<file path="src/hw/gid_pkg.sv">
// constants shared by the pin input and direction block
// assumes one core clock and a byte-addressed register bus
package gid_pkg;

   // register data and pin counts
   localparam int WORD_W = 16;
   localparam int PIN_COUNT = 32;
   localparam int UPPER_BASE = 16;
   localparam int BUS_DATA_W = 32;
   localparam int BUS_BE_W = 4;
   localparam int BYTE_W = 8;
   localparam int BUS_ADDR_MIN_W = 18;

   // register indices; the byte address is four times the index
   localparam logic [15:0] REG_INPUT_LOW_IDX = 16'hC020;
   localparam logic [15:0] REG_DIR_LOW_IDX = 16'hC022;
   localparam logic [15:0] REG_INPUT_HIGH_IDX = 16'hC026;
   localparam logic [15:0] REG_DIR_HIGH_IDX = 16'hC028;

   // byte addresses of the registers
   localparam logic [17:0] ADDR_INPUT_LOW = {REG_INPUT_LOW_IDX, 2'b00};
   localparam logic [17:0] ADDR_DIR_LOW = {REG_DIR_LOW_IDX, 2'b00};
   localparam logic [17:0] ADDR_INPUT_HIGH = {REG_INPUT_HIGH_IDX, 2'b00};
   localparam logic [17:0] ADDR_DIR_HIGH = {REG_DIR_HIGH_IDX, 2'b00};

   // pins that exist in each word
   localparam logic [15:0] LOWER_PIN_MASK = 16'hFFFF;
   localparam logic [15:0] UPPER_PIN_MASK = 16'hE1F8;
   localparam logic [31:0] PIN_EXIST_MASK = {UPPER_PIN_MASK, LOWER_PIN_MASK};

   // reset values
   localparam logic [15:0] DIR_RESET = 16'h0000;
   localparam logic [15:0] INPUT_RESET = 16'h0000;
   localparam logic [31:0] PIN_RESET = 32'h0000_0000;
   localparam logic [31:0] BUS_ZERO = 32'h0000_0000;

   // bus answer states, one-hot
   typedef enum logic [1:0] {
      GID_BUS_IDLE = 2'b01,
      GID_BUS_ANSWER = 2'b10
   } gid_bus_state_e;

endpackage

</file>
<file path="src/hw/gid_sync.sv">
// three-stage pin input synchroniser with agreement filter
// assumes asynchronous pin levels and one core clock
`timescale 1ns/1ps
module gid_sync
   import gid_pkg::*;
#(
   parameter int WIDTH = PIN_COUNT
) (
   // clock and reset
   input wire logic core_clk_in,
   input wire logic rst_n_in,
   input wire logic ce_in,
   // levels
   input wire logic [WIDTH-1:0] async_in,
   output logic [WIDTH-1:0] level_out
);

   // refused at elaboration, so a bad width never reaches simulation
   if (WIDTH < 1) begin : g_bad_width
      $error("gid_sync width must be at least one");
   end

   genvar bit_i;
   generate
      for (bit_i = 0; bit_i < WIDTH; bit_i++) begin : g_bit
         logic stage1;
         logic stage2;
         logic stage3;

         // stage1 feeds stage2 only, to keep metastability contained
         always_ff @(posedge core_clk_in or negedge rst_n_in) begin
            if (!rst_n_in) begin
               stage1 <= 1'b0;
               stage2 <= 1'b0;
               stage3 <= 1'b0;
            end else if (ce_in) begin
               stage1 <= async_in[bit_i];
               stage2 <= stage1;
               stage3 <= stage2;
            end
         end

         // a change counts once stage2 and stage3 agree
         always_ff @(posedge core_clk_in or negedge rst_n_in) begin
            if (!rst_n_in) begin
               level_out[bit_i] <= 1'b0;
            end else if (ce_in && (stage2 == stage3)) begin
               level_out[bit_i] <= stage3;
            end
         end
      end
   endgenerate

endmodule

</file>
<file path="src/hw/gid_top.sv">
// pin input sampling and direction control with an avalon-mm slave
// assumes the output data path feeds pin_drive_in on the same clock
//
// The implementer's own choice: register access over Avalon-MM.
`timescale 1ns/1ps
module gid_top
   import gid_pkg::*;
#(
   parameter int ADDR_W = BUS_ADDR_MIN_W
) (
   // clock, reset and enable
   input wire logic core_clk_in,
   input wire logic rst_n_in,
   input wire logic ce_in,
   // avalon-mm slave
   input wire logic [ADDR_W-1:0] avs_address_in,
   input wire logic avs_read_in,
   input wire logic avs_write_in,
   input wire logic [BUS_DATA_W-1:0] avs_writedata_in,
   input wire logic [BUS_BE_W-1:0] avs_byteenable_in,
   output logic [BUS_DATA_W-1:0] avs_readdata_out,
   output logic avs_waitrequest_out,
   // output data path of the port
   input wire logic [PIN_COUNT-1:0] pin_drive_in,
   // pins
   input wire logic [PIN_COUNT-1:0] pin_in,
   output logic [PIN_COUNT-1:0] pin_out,
   output logic [PIN_COUNT-1:0] pin_oe_out,
   // sampled levels for the rest of the port
   output logic [PIN_COUNT-1:0] pin_level_out
);

   // refused at elaboration, so a narrow bus never reaches simulation
   if (ADDR_W < BUS_ADDR_MIN_W) begin : g_bad_addr_w
      $error("gid_top address width too narrow for the register map");
   end

   gid_bus_state_e bus_state;
   gid_bus_state_e next_bus_state;
   logic [WORD_W-1:0] pin_direction_low;
   logic [WORD_W-1:0] pin_direction_high;
   logic [PIN_COUNT-1:0] level;
   logic [WORD_W-1:0] pin_input_low;
   logic [WORD_W-1:0] pin_input_high;
   logic bus_req;
   logic hit_input_low;
   logic hit_input_high;
   logic hit_dir_low;
   logic hit_dir_high;
   logic commit_write;
   logic [WORD_W-1:0] lane_mask;
   logic [WORD_W-1:0] wr_word;
   logic [WORD_W-1:0] read_word;
   logic [PIN_COUNT-1:0] dir_all;

   // pin synchroniser, three stages with agreement filter
   gid_sync #(
      .WIDTH(PIN_COUNT)
   ) u_sync (
      .core_clk_in(core_clk_in),
      .rst_n_in(rst_n_in),
      .ce_in(ce_in),
      .async_in(pin_in),
      .level_out(level)
   );

   // pin level view
   // the words look at the pin itself, so an output pin reads back its real level
   // word bit mapping
   assign pin_input_low = level[WORD_W-1:0] & LOWER_PIN_MASK;
   assign pin_input_high = level[PIN_COUNT-1:UPPER_BASE] & UPPER_PIN_MASK;

   // address decode on aligned byte addresses
   assign bus_req = avs_read_in | avs_write_in;
   assign hit_input_low = (avs_address_in == ADDR_W'(ADDR_INPUT_LOW));
   assign hit_input_high = (avs_address_in == ADDR_W'(ADDR_INPUT_HIGH));
   assign hit_dir_low = (avs_address_in == ADDR_W'(ADDR_DIR_LOW));
   assign hit_dir_high = (avs_address_in == ADDR_W'(ADDR_DIR_HIGH));

   // byte lanes 0 and 1 carry the 16-bit word
   assign lane_mask = {{BYTE_W{avs_byteenable_in[1]}}, {BYTE_W{avs_byteenable_in[0]}}};
   assign wr_word = avs_writedata_in[WORD_W-1:0];

   // a write lands at the edge where the master sees waitrequest low
   assign commit_write = ce_in && (bus_state == GID_BUS_ANSWER) && avs_write_in;

   // read mux; unmapped addresses read zero
   always_comb begin
      read_word = INPUT_RESET;
      if (hit_input_low) begin
         read_word = pin_input_low;
      end else if (hit_input_high) begin
         read_word = pin_input_high;
      end else if (hit_dir_low) begin
         read_word = pin_direction_low;
      end else if (hit_dir_high) begin
         read_word = pin_direction_high;
      end
   end

   // bus answer sequence: one wait cycle, then one answer cycle
   always_comb begin
      next_bus_state = bus_state;
      case (bus_state)
         GID_BUS_IDLE: begin
            if (bus_req) begin
               next_bus_state = GID_BUS_ANSWER;
            end
         end
         GID_BUS_ANSWER: begin
            next_bus_state = GID_BUS_IDLE;
         end
         default: begin
            next_bus_state = GID_BUS_IDLE;
         end
      endcase
   end

   always_ff @(posedge core_clk_in or negedge rst_n_in) begin
      if (!rst_n_in) begin
         bus_state <= GID_BUS_IDLE;
      end else if (ce_in) begin
         bus_state <= next_bus_state;
      end
   end

   // waitrequest idles high so no request completes before it is decoded
   always_ff @(posedge core_clk_in or negedge rst_n_in) begin
      if (!rst_n_in) begin
         avs_waitrequest_out <= 1'b1;
      end else if (ce_in) begin
         avs_waitrequest_out <= !((bus_state == GID_BUS_IDLE) && bus_req);
      end
   end

   // read data is captured as waitrequest drops and holds until the next read
   always_ff @(posedge core_clk_in or negedge rst_n_in) begin
      if (!rst_n_in) begin
         avs_readdata_out <= BUS_ZERO;
      end else if (ce_in && (bus_state == GID_BUS_IDLE) && avs_read_in) begin
         avs_readdata_out <= {{(BUS_DATA_W - WORD_W){1'b0}}, read_word};
      end
   end

   always_ff @(posedge core_clk_in or negedge rst_n_in) begin
      if (!rst_n_in) begin
         pin_direction_low <= DIR_RESET;
      end else if (commit_write && hit_dir_low) begin
         pin_direction_low <= ((pin_direction_low & ~lane_mask) | (wr_word & lane_mask))
                              & LOWER_PIN_MASK;
      end
   end

   // upper direction store
   // reserved positions are masked so a careless write cannot drive a missing pin
   always_ff @(posedge core_clk_in or negedge rst_n_in) begin
      if (!rst_n_in) begin
         pin_direction_high <= DIR_RESET;
      end else if (commit_write && hit_dir_high) begin
         pin_direction_high <= ((pin_direction_high & ~lane_mask) | (wr_word & lane_mask))
                               & UPPER_PIN_MASK;
      end
   end

   // input words not writable
   // no store exists behind the input words, so a write there only completes

   assign dir_all = {pin_direction_high, pin_direction_low};

   genvar pin_i;
   generate
      for (pin_i = 0; pin_i < PIN_COUNT; pin_i++) begin : g_pin
         always_ff @(posedge core_clk_in or negedge rst_n_in) begin
            if (!rst_n_in) begin
               pin_oe_out[pin_i] <= 1'b0;
            end else if (ce_in) begin
               pin_oe_out[pin_i] <= dir_all[pin_i] & PIN_EXIST_MASK[pin_i];
            end
         end

         // data level drive
         // low while released so the pad never sees stale data at turn-on
         always_ff @(posedge core_clk_in or negedge rst_n_in) begin
            if (!rst_n_in) begin
               pin_out[pin_i] <= 1'b0;
            end else if (ce_in) begin
               pin_out[pin_i] <= pin_drive_in[pin_i] & dir_all[pin_i] & PIN_EXIST_MASK[pin_i];
            end
         end
      end
   endgenerate

   // sampled levels for interrupt and mux logic elsewhere in the port
   always_ff @(posedge core_clk_in or negedge rst_n_in) begin
      if (!rst_n_in) begin
         pin_level_out <= PIN_RESET;
      end else if (ce_in) begin
         pin_level_out <= level & PIN_EXIST_MASK;
      end
   end

endmodule
</file>
<file path="config.mk">
export PLATFORM = sky130hd
export DESIGN_NAME = gid_top
export DESIGN_NICKNAME = d
export VERILOG_FILES = /design/src/hw/gid_pkg.sv /design/src/hw/gid_sync.sv /design/src/hw/gid_top.sv
export SDC_FILE = /design/constraint.sdc
export NUM_CORES = 1
export LEC_CHECK = 0
export BUFFER_PORTS_ARGS = -buffer_cell sky130_fd_sc_hd__buf_2
export CORE_UTILIZATION = 52
export CTS_BUF_LIST = sky130_fd_sc_hd__clkbuf_4
export DETAILED_ROUTE_END_ITERATION = 16
export GPL_ROUTABILITY_DRIVEN = 0
export PLACE_DENSITY = 0.91
export SLEW_MARGIN = 20
export SYNTH_ARGS = -nofsm -noshare
export SYNTH_HDL_FRONTEND = slang
export SYNTH_SLANG_ARGS = --single-unit
</file>
<file path="constraint.sdc">
create_clock -name core_clk_in -period 4.49 [get_ports core_clk_in]
set_clock_uncertainty 0.05 [all_clocks]
set_input_delay 0.2245 -clock core_clk_in [delete_from_list [all_inputs] [get_ports core_clk_in]]
set_output_delay 0.2245 -clock core_clk_in [all_outputs]
set_load 0.02 [all_outputs]
</file>
==> impl_metrics.env, run 1 <==
export IMPL_rrSetupSlack_ns=2.03
export IMPL_htree_num_levels=2
export IMPL_synthDistinctLibCells=31
export IMPL_maximum_number_of_pins_on_one_net_before_global_route_repair=128
export IMPL_grt_antenna_before_repair=0
export IMPL_drc=0
export IMPL_timing_reg2reg_worst_path_depth=5
export IMPL_timing_max_slew_rel_slack_pct=28.6
export IMPL_cell_internal_pwr_uw=3420
export IMPL_timing_critical_path_from_type="primary input"
export IMPL_synth_largest_area_cell="sky130_fd_sc_hd__dfrtp_1"
export IMPL_vias_in_the_first_global_route=7104
export IMPL_post_synthesis_sequential_element_count=219
export IMPL_clock_tree_buffer_depth=3
export IMPL_finalWirelength_um=23000
export IMPL_cellLeakagePower_uw=0.00552
export IMPL_cts_repair_resizes=0
export IMPL_place_detailed_hpwl_um=13700
export IMPL_maxCapViolCount=0
export IMPL_timing_critical_path_slowest_cell_delay_ns=0.58
export IMPL_clockPowerShare_pct=31.3
export IMPL_final_period_minus_worst_setup_slack_ns=2.51
export IMPL_start_util_pct=53.7
export IMPL_timing_final_crit_share_pct=55.9
export IMPL_io_pins=252
export IMPL_cts_tree="yes"
export IMPL_synth_top_area_share_pct=60.5
export IMPL_switching_share_pct=30.2
export IMPL_number_of_vias_in_the_routed_layout=6782
export IMPL_core_area_mm2=0.0167
export IMPL_critical_path_peak_fanout=53
export IMPL_worst_setup_path_end_kind="flip-flop"
export IMPL_worst_ep_required_time_ns=4.97
export IMPL_clock_buffer_count_from_cts=55
export IMPL_num_rows=47
export IMPL_worstHoldStart="avs_address_in[3]"
export IMPL_antenna_violating_nets_post_route=0
export IMPL_power_density_cell_area_mw_per_mm2=432
export IMPL_mappedNetlistArea_mm2=0.00897
export IMPL_final_hold_worst_slack_ns=0.100
export IMPL_synth_enable_flop_cells=0
export IMPL_die_height_um=133
export IMPL_achievable_frequency_mhz=399
export IMPL_holdPathEnd="avs_readdata_out[12]"
export IMPL_instance_count_along_the_most_critical_hold_path=3
export IMPL_clk_pin_slew_ns=0.07
export IMPL_timing_worst_setup_path_type="primary input to flip-flop"
export IMPL_total_neg_setup_slack_ns=0
export IMPL_detail_route_vias_per_cell=5.36
export IMPL_hp_class="primary input to flip-flop"
export IMPL_grt_use_total_pct=26.7
export IMPL_syn_inst=731
export IMPL_layout_drive_gt1_share_pct=37.8
export IMPL_yosys_warnings=0
export IMPL_ant_diodes=0
export IMPL_synth_async_reset_ratio_pct=100
export IMPL_grt_first_pass_wirelength_um=36700
export IMPL_grt_setup_unrepaired="false"
export IMPL_worst_reg2reg_path_endpoint="avs_readdata_out[0]"
export IMPL_ctsRootBufferMaster="sky130_fd_sc_hd__clkbuf_4"
export IMPL_status="finished clean"
export IMPL_seq_area_frac_synth_pct=61.1
export IMPL_setup_violations_final=0
export IMPL_floorplan_die_area_mm2=0.0178
export IMPL_synth_cells_most_frequent="217 x sky130_fd_sc_hd__dfrtp_1, 125 x sky130_fd_sc_hd__mux2_2, 107 x sky130_fd_sc_hd__o21ai_0"
export IMPL_seq_power_share_pct=51.3
export IMPL_critical_path_cell_chain="dlygate4sd3_1, buf_6, nand4b_1, buf_4, and4b_1, or3b_1, o21ai_0"
export IMPL_synth_most_common_cell="sky130_fd_sc_hd__dfrtp_1"
export IMPL_total_switching_power_uw=1480
export IMPL_tightestPinTransition_ns=1.07
export IMPL_combPwrFrac_pct=17.4
export IMPL_clkLatencyLatePin_ns=0.64
export IMPL_syn_mean_instance_area_um2=12.3
export IMPL_numClockSinks=219
export IMPL_crit_arrival_ns=2.99
export IMPL_drt_initial_drc_count=366
export IMPL_timing_final_max_slew_violations=0
export IMPL_grt_overflow_total=0
export IMPL_max_vdd_ir_drop_uv=335
export IMPL_syn2layout_area_growth_pct=26.1
export IMPL_placement_io_buffers=182
export IMPL_routedWlPerCell_um=18.1
export IMPL_finalHoldViolations=0
export IMPL_worstReg2RegStart="bus_state[0]"
export IMPL_synth_ff_type="sky130_fd_sc_hd__dfrtp_1"
export IMPL_number_of_detailed_routing_iterations_run_before_antenna_repair=5
export IMPL_worst_path_max_delay_cell="sky130_fd_sc_hd__or3b_1"
export IMPL_final_nets=1138
export IMPL_die_w_um=133
export IMPL_synth_top_cells_by_area="sky130_fd_sc_hd__dfrtp_1 61%, sky130_fd_sc_hd__mux2_2 16%, sky130_fd_sc_hd__o21ai_0 6.0%"
-- power groups by stage --
stage	logic [uW]	clock network (uW)	registers, uW
2_1_floorplan	403	0	2600
5_1_grt	940	1680	2550
4_1_cts	851	1560	2510
3_5_place_dp	798	0	2540
6_report	851	1530	2510
3_3_place_gp	762	0	2520
-- cells in the final DEF (no fill, tap or decap), drive strengths merged --
cell type	n
nand3b	1
mux2	125
o21ai	107
nand4	2
a21o	1
nor4	5
nand3	25
and4b	2
nand4b	1
a22oi	18
nand2	37
nor3	3
clkinv	11
nor2	6
dfrtp	217
and2	2
nor2b	3
buf	186
inv	51
dlygate4sd3	76
clkbuf	77
dfstp	2
mux2i	7
a22o	9
a21oi	25
o22ai	9
or3b	1
conb	37
-- cells by family (layout without fill, tap and decap cells) --
kind of cell	Yosys count	after routing	share of synthesized area, %
AND/OR/NAND/NOR	88	88	5.11
AO/OA/AOI/OAI	169	169	10.5
multiplexers	132	132	16.5
flip-flops	219	219	61.1
buffers and inverters	122	401	6.79
other	1	37	0.0418
-- layout make-up --
cell class	count	area, um^2
sequential	219	5480
fill	1150	5390
multi-input combinational	426	3010
timing repair buffer	262	1730
clock buffer	77	578
tap	220	275
inverter	51	191
clock inverter	11	43.8
-- through the flow --
step	instance area, um^2	worst slack [ns]	power, uW	instances	utilization, %
6_report	11300	1.98	4890	1266	67.7
5_1_grt	11300	1.85	5170	1266	67.7
4_1_cts	11300	2.14	4920	1266	67.7
3_5_place_dp	9930	1.80	3340	1102	59.5
3_3_place_gp	9930	1.85	3290	1102	59.5
2_1_floorplan	9100	2.60	3000	767	-
-- repair_timing --
item / in CTS / in global routing
setup buffers: 0 / 0
endpoints found under the hold margin: 208 / 0
hold buffers: 76 / 0
-- per-layer routing --
metal | wire length, um | vias to the layer above | global-route usage, %
met1 | 9150 | 3315 | 32.5
met5 | 0 | - | 0
met4 | 636 | 0 | 10.3
met2 | 11600 | 325 | 45.9
met3 | 1530 | 65 | 6.28
li1 | - | 3077 | -
-- worst max-delay path by stage --
stage,from,end,slack (ns)
2_1_floorplan,bus_state[0],avs_readdata_out[0],2.60
3_3_place_gp,avs_address_in[1],flip-flop,1.85
3_5_place_dp,avs_address_in[1],flip-flop,1.80
4_1_cts,bus_state[0],avs_readdata_out[0],2.14
5_1_grt,ce_in,avs_readdata_out[0],1.85
6_report,ce_in,avs_readdata_out[0],1.98
-- critical path: cells and delay by family --
kind / cells / cell delay (ns)
buffers and inverters: 3 / 1.17
AND/OR/NAND/NOR: 3 / 1.26
AO/OA/AOI/OAI: 1 / 0.30
Note: power is estimated with default switching activity, not from simulation.
==> run 2: changes to the inputs <==
--- a/config.mk
+++ b/config.mk
@@ -6,11 +6,11 @@
 export NUM_CORES = 1
 export LEC_CHECK = 0
 export BUFFER_PORTS_ARGS = -buffer_cell sky130_fd_sc_hd__buf_2
-export CORE_UTILIZATION = 52
+export CORE_UTILIZATION = 49
 export CTS_BUF_LIST = sky130_fd_sc_hd__clkbuf_4
 export DETAILED_ROUTE_END_ITERATION = 16
 export GPL_ROUTABILITY_DRIVEN = 0
-export PLACE_DENSITY = 0.91
+export PLACE_DENSITY = 0.9
 export SLEW_MARGIN = 20
 export SYNTH_ARGS = -nofsm -noshare
 export SYNTH_HDL_FRONTEND = slang
==> constraint.sdc (replaced) <==
create_clock -name core_clk_in -period 2.1 [get_ports core_clk_in]
set_clock_uncertainty 0.05 [all_clocks]
set_input_delay 0.105 -clock core_clk_in [delete_from_list [all_inputs] [get_ports core_clk_in]]
set_output_delay 0.105 -clock core_clk_in [all_outputs]
set_load 0.02 [all_outputs]
==> impl_metrics.env, run 2 (synthesized netlist as in run 1, its figures left out) <==
export IMPL_status="finished clean"
export IMPL_total_switching_power_uw=3230
export IMPL_achievable_frequency_mhz=489
export IMPL_worstHoldStart="avs_byteenable_in[0]"
export IMPL_routedWlPerCell_um=19.1
export IMPL_start_util_pct=49.9
export IMPL_cts_tree="yes"
export IMPL_instance_count_along_the_most_critical_hold_path=5
export IMPL_maximum_number_of_pins_on_one_net_before_global_route_repair=77
export IMPL_drt_initial_drc_count=295
export IMPL_timing_critical_path_from_type="primary input"
export IMPL_die_w_um=137
export IMPL_cp_num_buf_inv=5
export IMPL_number_of_detailed_routing_iterations_run_before_antenna_repair=5
export IMPL_grt_setup_unrepaired="false"
export IMPL_clk_pin_slew_ns=0.07
export IMPL_clkLatencyLatePin_ns=0.65
export IMPL_timing_critical_path_slowest_cell_delay_ns=0.62
export IMPL_syn2layout_area_growth_pct=31.6
export IMPL_timing_worst_setup_path_type="primary input to flip-flop"
export IMPL_final_hold_worst_slack_ns=0.124
export IMPL_worst_ep_required_time_ns=2.63
export IMPL_place_detailed_hpwl_um=15000
export IMPL_timing_final_crit_share_pct=97.3
export IMPL_combPwrFrac_pct=17.8
export IMPL_grt_first_pass_wirelength_um=39500
export IMPL_finalHoldViolations=0
export IMPL_worst_reg2reg_path_endpoint="pin_out[15]"
export IMPL_die_height_um=137
export IMPL_htree_num_levels=2
export IMPL_critical_path_peak_fanout=76
export IMPL_numClockSinks=219
export IMPL_clockPowerShare_pct=31.5
export IMPL_grt_use_total_pct=28.1
export IMPL_grt_overflow_total=0
export IMPL_detail_route_vias_per_cell=5.39
export IMPL_post_route_cell_area_mm2=0.0118
export IMPL_maxCapViolCount=0
export IMPL_io_pins=252
export IMPL_timing_reg2reg_worst_path_depth=4
export IMPL_worst_path_max_delay_cell="sky130_fd_sc_hd__dlygate4sd3_1"
export IMPL_floorplan_die_area_mm2=0.0189
export IMPL_ctsRootBufferMaster="sky130_fd_sc_hd__clkbuf_4"
export IMPL_power_density_cell_area_mw_per_mm2=902
export IMPL_total_neg_setup_slack_ns=0
export IMPL_rrSetupSlack_ns=0.08
export IMPL_max_vdd_ir_drop_uv=746
export IMPL_critical_path_top_cell_by_count="sky130_fd_sc_hd__dlygate4sd3_1"
export IMPL_timing_final_max_slew_violations=0
export IMPL_num_rows=49
export IMPL_core_area_mm2=0.0180
export IMPL_final_nets=1187
export IMPL_critical_path_cell_chain="dlygate4sd3_1, buf_6, buf_12, nand3_1, dlygate4sd3_1, o21ai_0, dlygate4sd3_1"
export IMPL_layout_drive_gt1_share_pct=38.6
export IMPL_mostFrequentLayoutCells="217 x sky130_fd_sc_hd__dfrtp_1, 180 x sky130_fd_sc_hd__buf_2, 125 x sky130_fd_sc_hd__mux2_2, 107 x sky130_fd_sc_hd__o21ai_0, 102 x sky130_fd_sc_hd__dlygate4sd3_1"
export IMPL_drc=0
export IMPL_tightestPinTransition_ns=0.552
export IMPL_timing_critical_path_max_delay_family="buffers and inverters"
export IMPL_cell_internal_pwr_uw=7410
export IMPL_worst_setup_path_end_kind="flip-flop"
export IMPL_placement_io_buffers=182
export IMPL_grt_antenna_before_repair=2
export IMPL_antenna_violating_nets_post_route=0
export IMPL_hp_class="primary input to flip-flop"
export IMPL_number_of_vias_in_the_routed_layout=7128
export IMPL_final_common_cell="sky130_fd_sc_hd__dfrtp_1"
export IMPL_seq_power_share_pct=50.7
export IMPL_vias_in_the_first_global_route=7421
export IMPL_timing_max_slew_rel_slack_pct=63.2
export IMPL_setup_violations_final=0
export IMPL_final_period_minus_worst_setup_slack_ns=2.04
export IMPL_switching_share_pct=30.4
export IMPL_clock_tree_buffer_depth=3
export IMPL_crit_arrival_ns=2.58
export IMPL_area_of_placed_instances_mm2=0.0102
export IMPL_finalWirelength_um=25200
export IMPL_clock_buffer_count_from_cts=55
export IMPL_cellLeakagePower_uw=0.00578
[run 2: cell count changes in the layout (fill, tap and decap cells not counted)]
cell,change
sky130_fd_sc_hd__dlygate4sd3_1,+26
sky130_fd_sc_hd__buf_4,+19
sky130_fd_sc_hd__buf_12,+3
sky130_fd_sc_hd__clkinv_2,-1
sky130_fd_sc_hd__diode_2,+2
sky130_fd_sc_hd__clkinv_1,-7
sky130_fd_sc_hd__buf_6,+1
sky130_fd_sc_hd__clkbuf_4,+4
[run 2: worst register-to-register path, cell delays in order (launching register included)]
cell and delay [ns]:
sky130_fd_sc_hd__dfrtp_1 0.47, sky130_fd_sc_hd__nand3_1 0.15, sky130_fd_sc_hd__dlygate4sd3_1 0.59, sky130_fd_sc_hd__o21ai_0 0.08, sky130_fd_sc_hd__dlygate4sd3_1 0.57
[run 2: per-stage QoR]
step / power [uW] / worst slack (ns) / util (%) / std cells
detailed placement: 7210 / 0.0667 / 56.5 / 1134
global placement: 7060 / 0.133 / 56.5 / 1134
finish: 10600 / 0.0569 / 65.7 / 1322
CTS: 10700 / 0.111 / 65.7 / 1320
global route: 11300 / 0.0410 / 65.7 / 1321
floorplan: 6410 / 0.210 / - / 767
[run 2: cell type report]
class	instances	area, um^2
antenna	2	5.00
clock buffer	81	608
clock inverter	3	12.5
fill	1239	6160
inverter	51	191
multi-input combinational	426	3010
sequential	219	5480
tap	229	287
timing repair buffer	311	2200
[run 2: how the worst max path moves through the flow]
stage,startpoint,to,slack [ns],cells past startpoint
floorplan,bus_state[0],avs_readdata_out[0],0.21,5
global placement,avs_address_in[1],flip-flop,0.13,6
detailed placement,avs_address_in[1],flip-flop,0.07,6
CTS,bus_state[0],avs_readdata_out[12],0.11,4
global route,bus_state[0],flip-flop,0.04,5
finish,ce_in,pin_out[15],0.06,7
[run 2: what timing repair did]
action / 4_1_cts / 5_1_grt
buffers inserted: 0 / 0
endpoints found under the hold margin: 327 / 0
hold buffers: 102 / 0
resized for setup: 0 / 1
endpoints found under the setup margin: 0 / 1
[run 2: power groups by stage]
stage | clock network [uW] | registers, uW | logic [uW]
floorplan | 0 | 5550 | 861
global placement | 0 | 5410 | 1650
detailed placement | 0 | 5460 | 1750
CTS | 3400 | 5390 | 1880
global route | 3690 | 5480 | 2090
finish | 3350 | 5400 | 1900
[run 2: per-layer routing]
metal  vias up  GRT usage (%)  routed length (um)
met1      3497           32.1                9680
met4         0           13.7                 948
met2       377           47.4               12700
met3        80           9.05                1930
li1       3174              -                   -
met5         -              0                   0
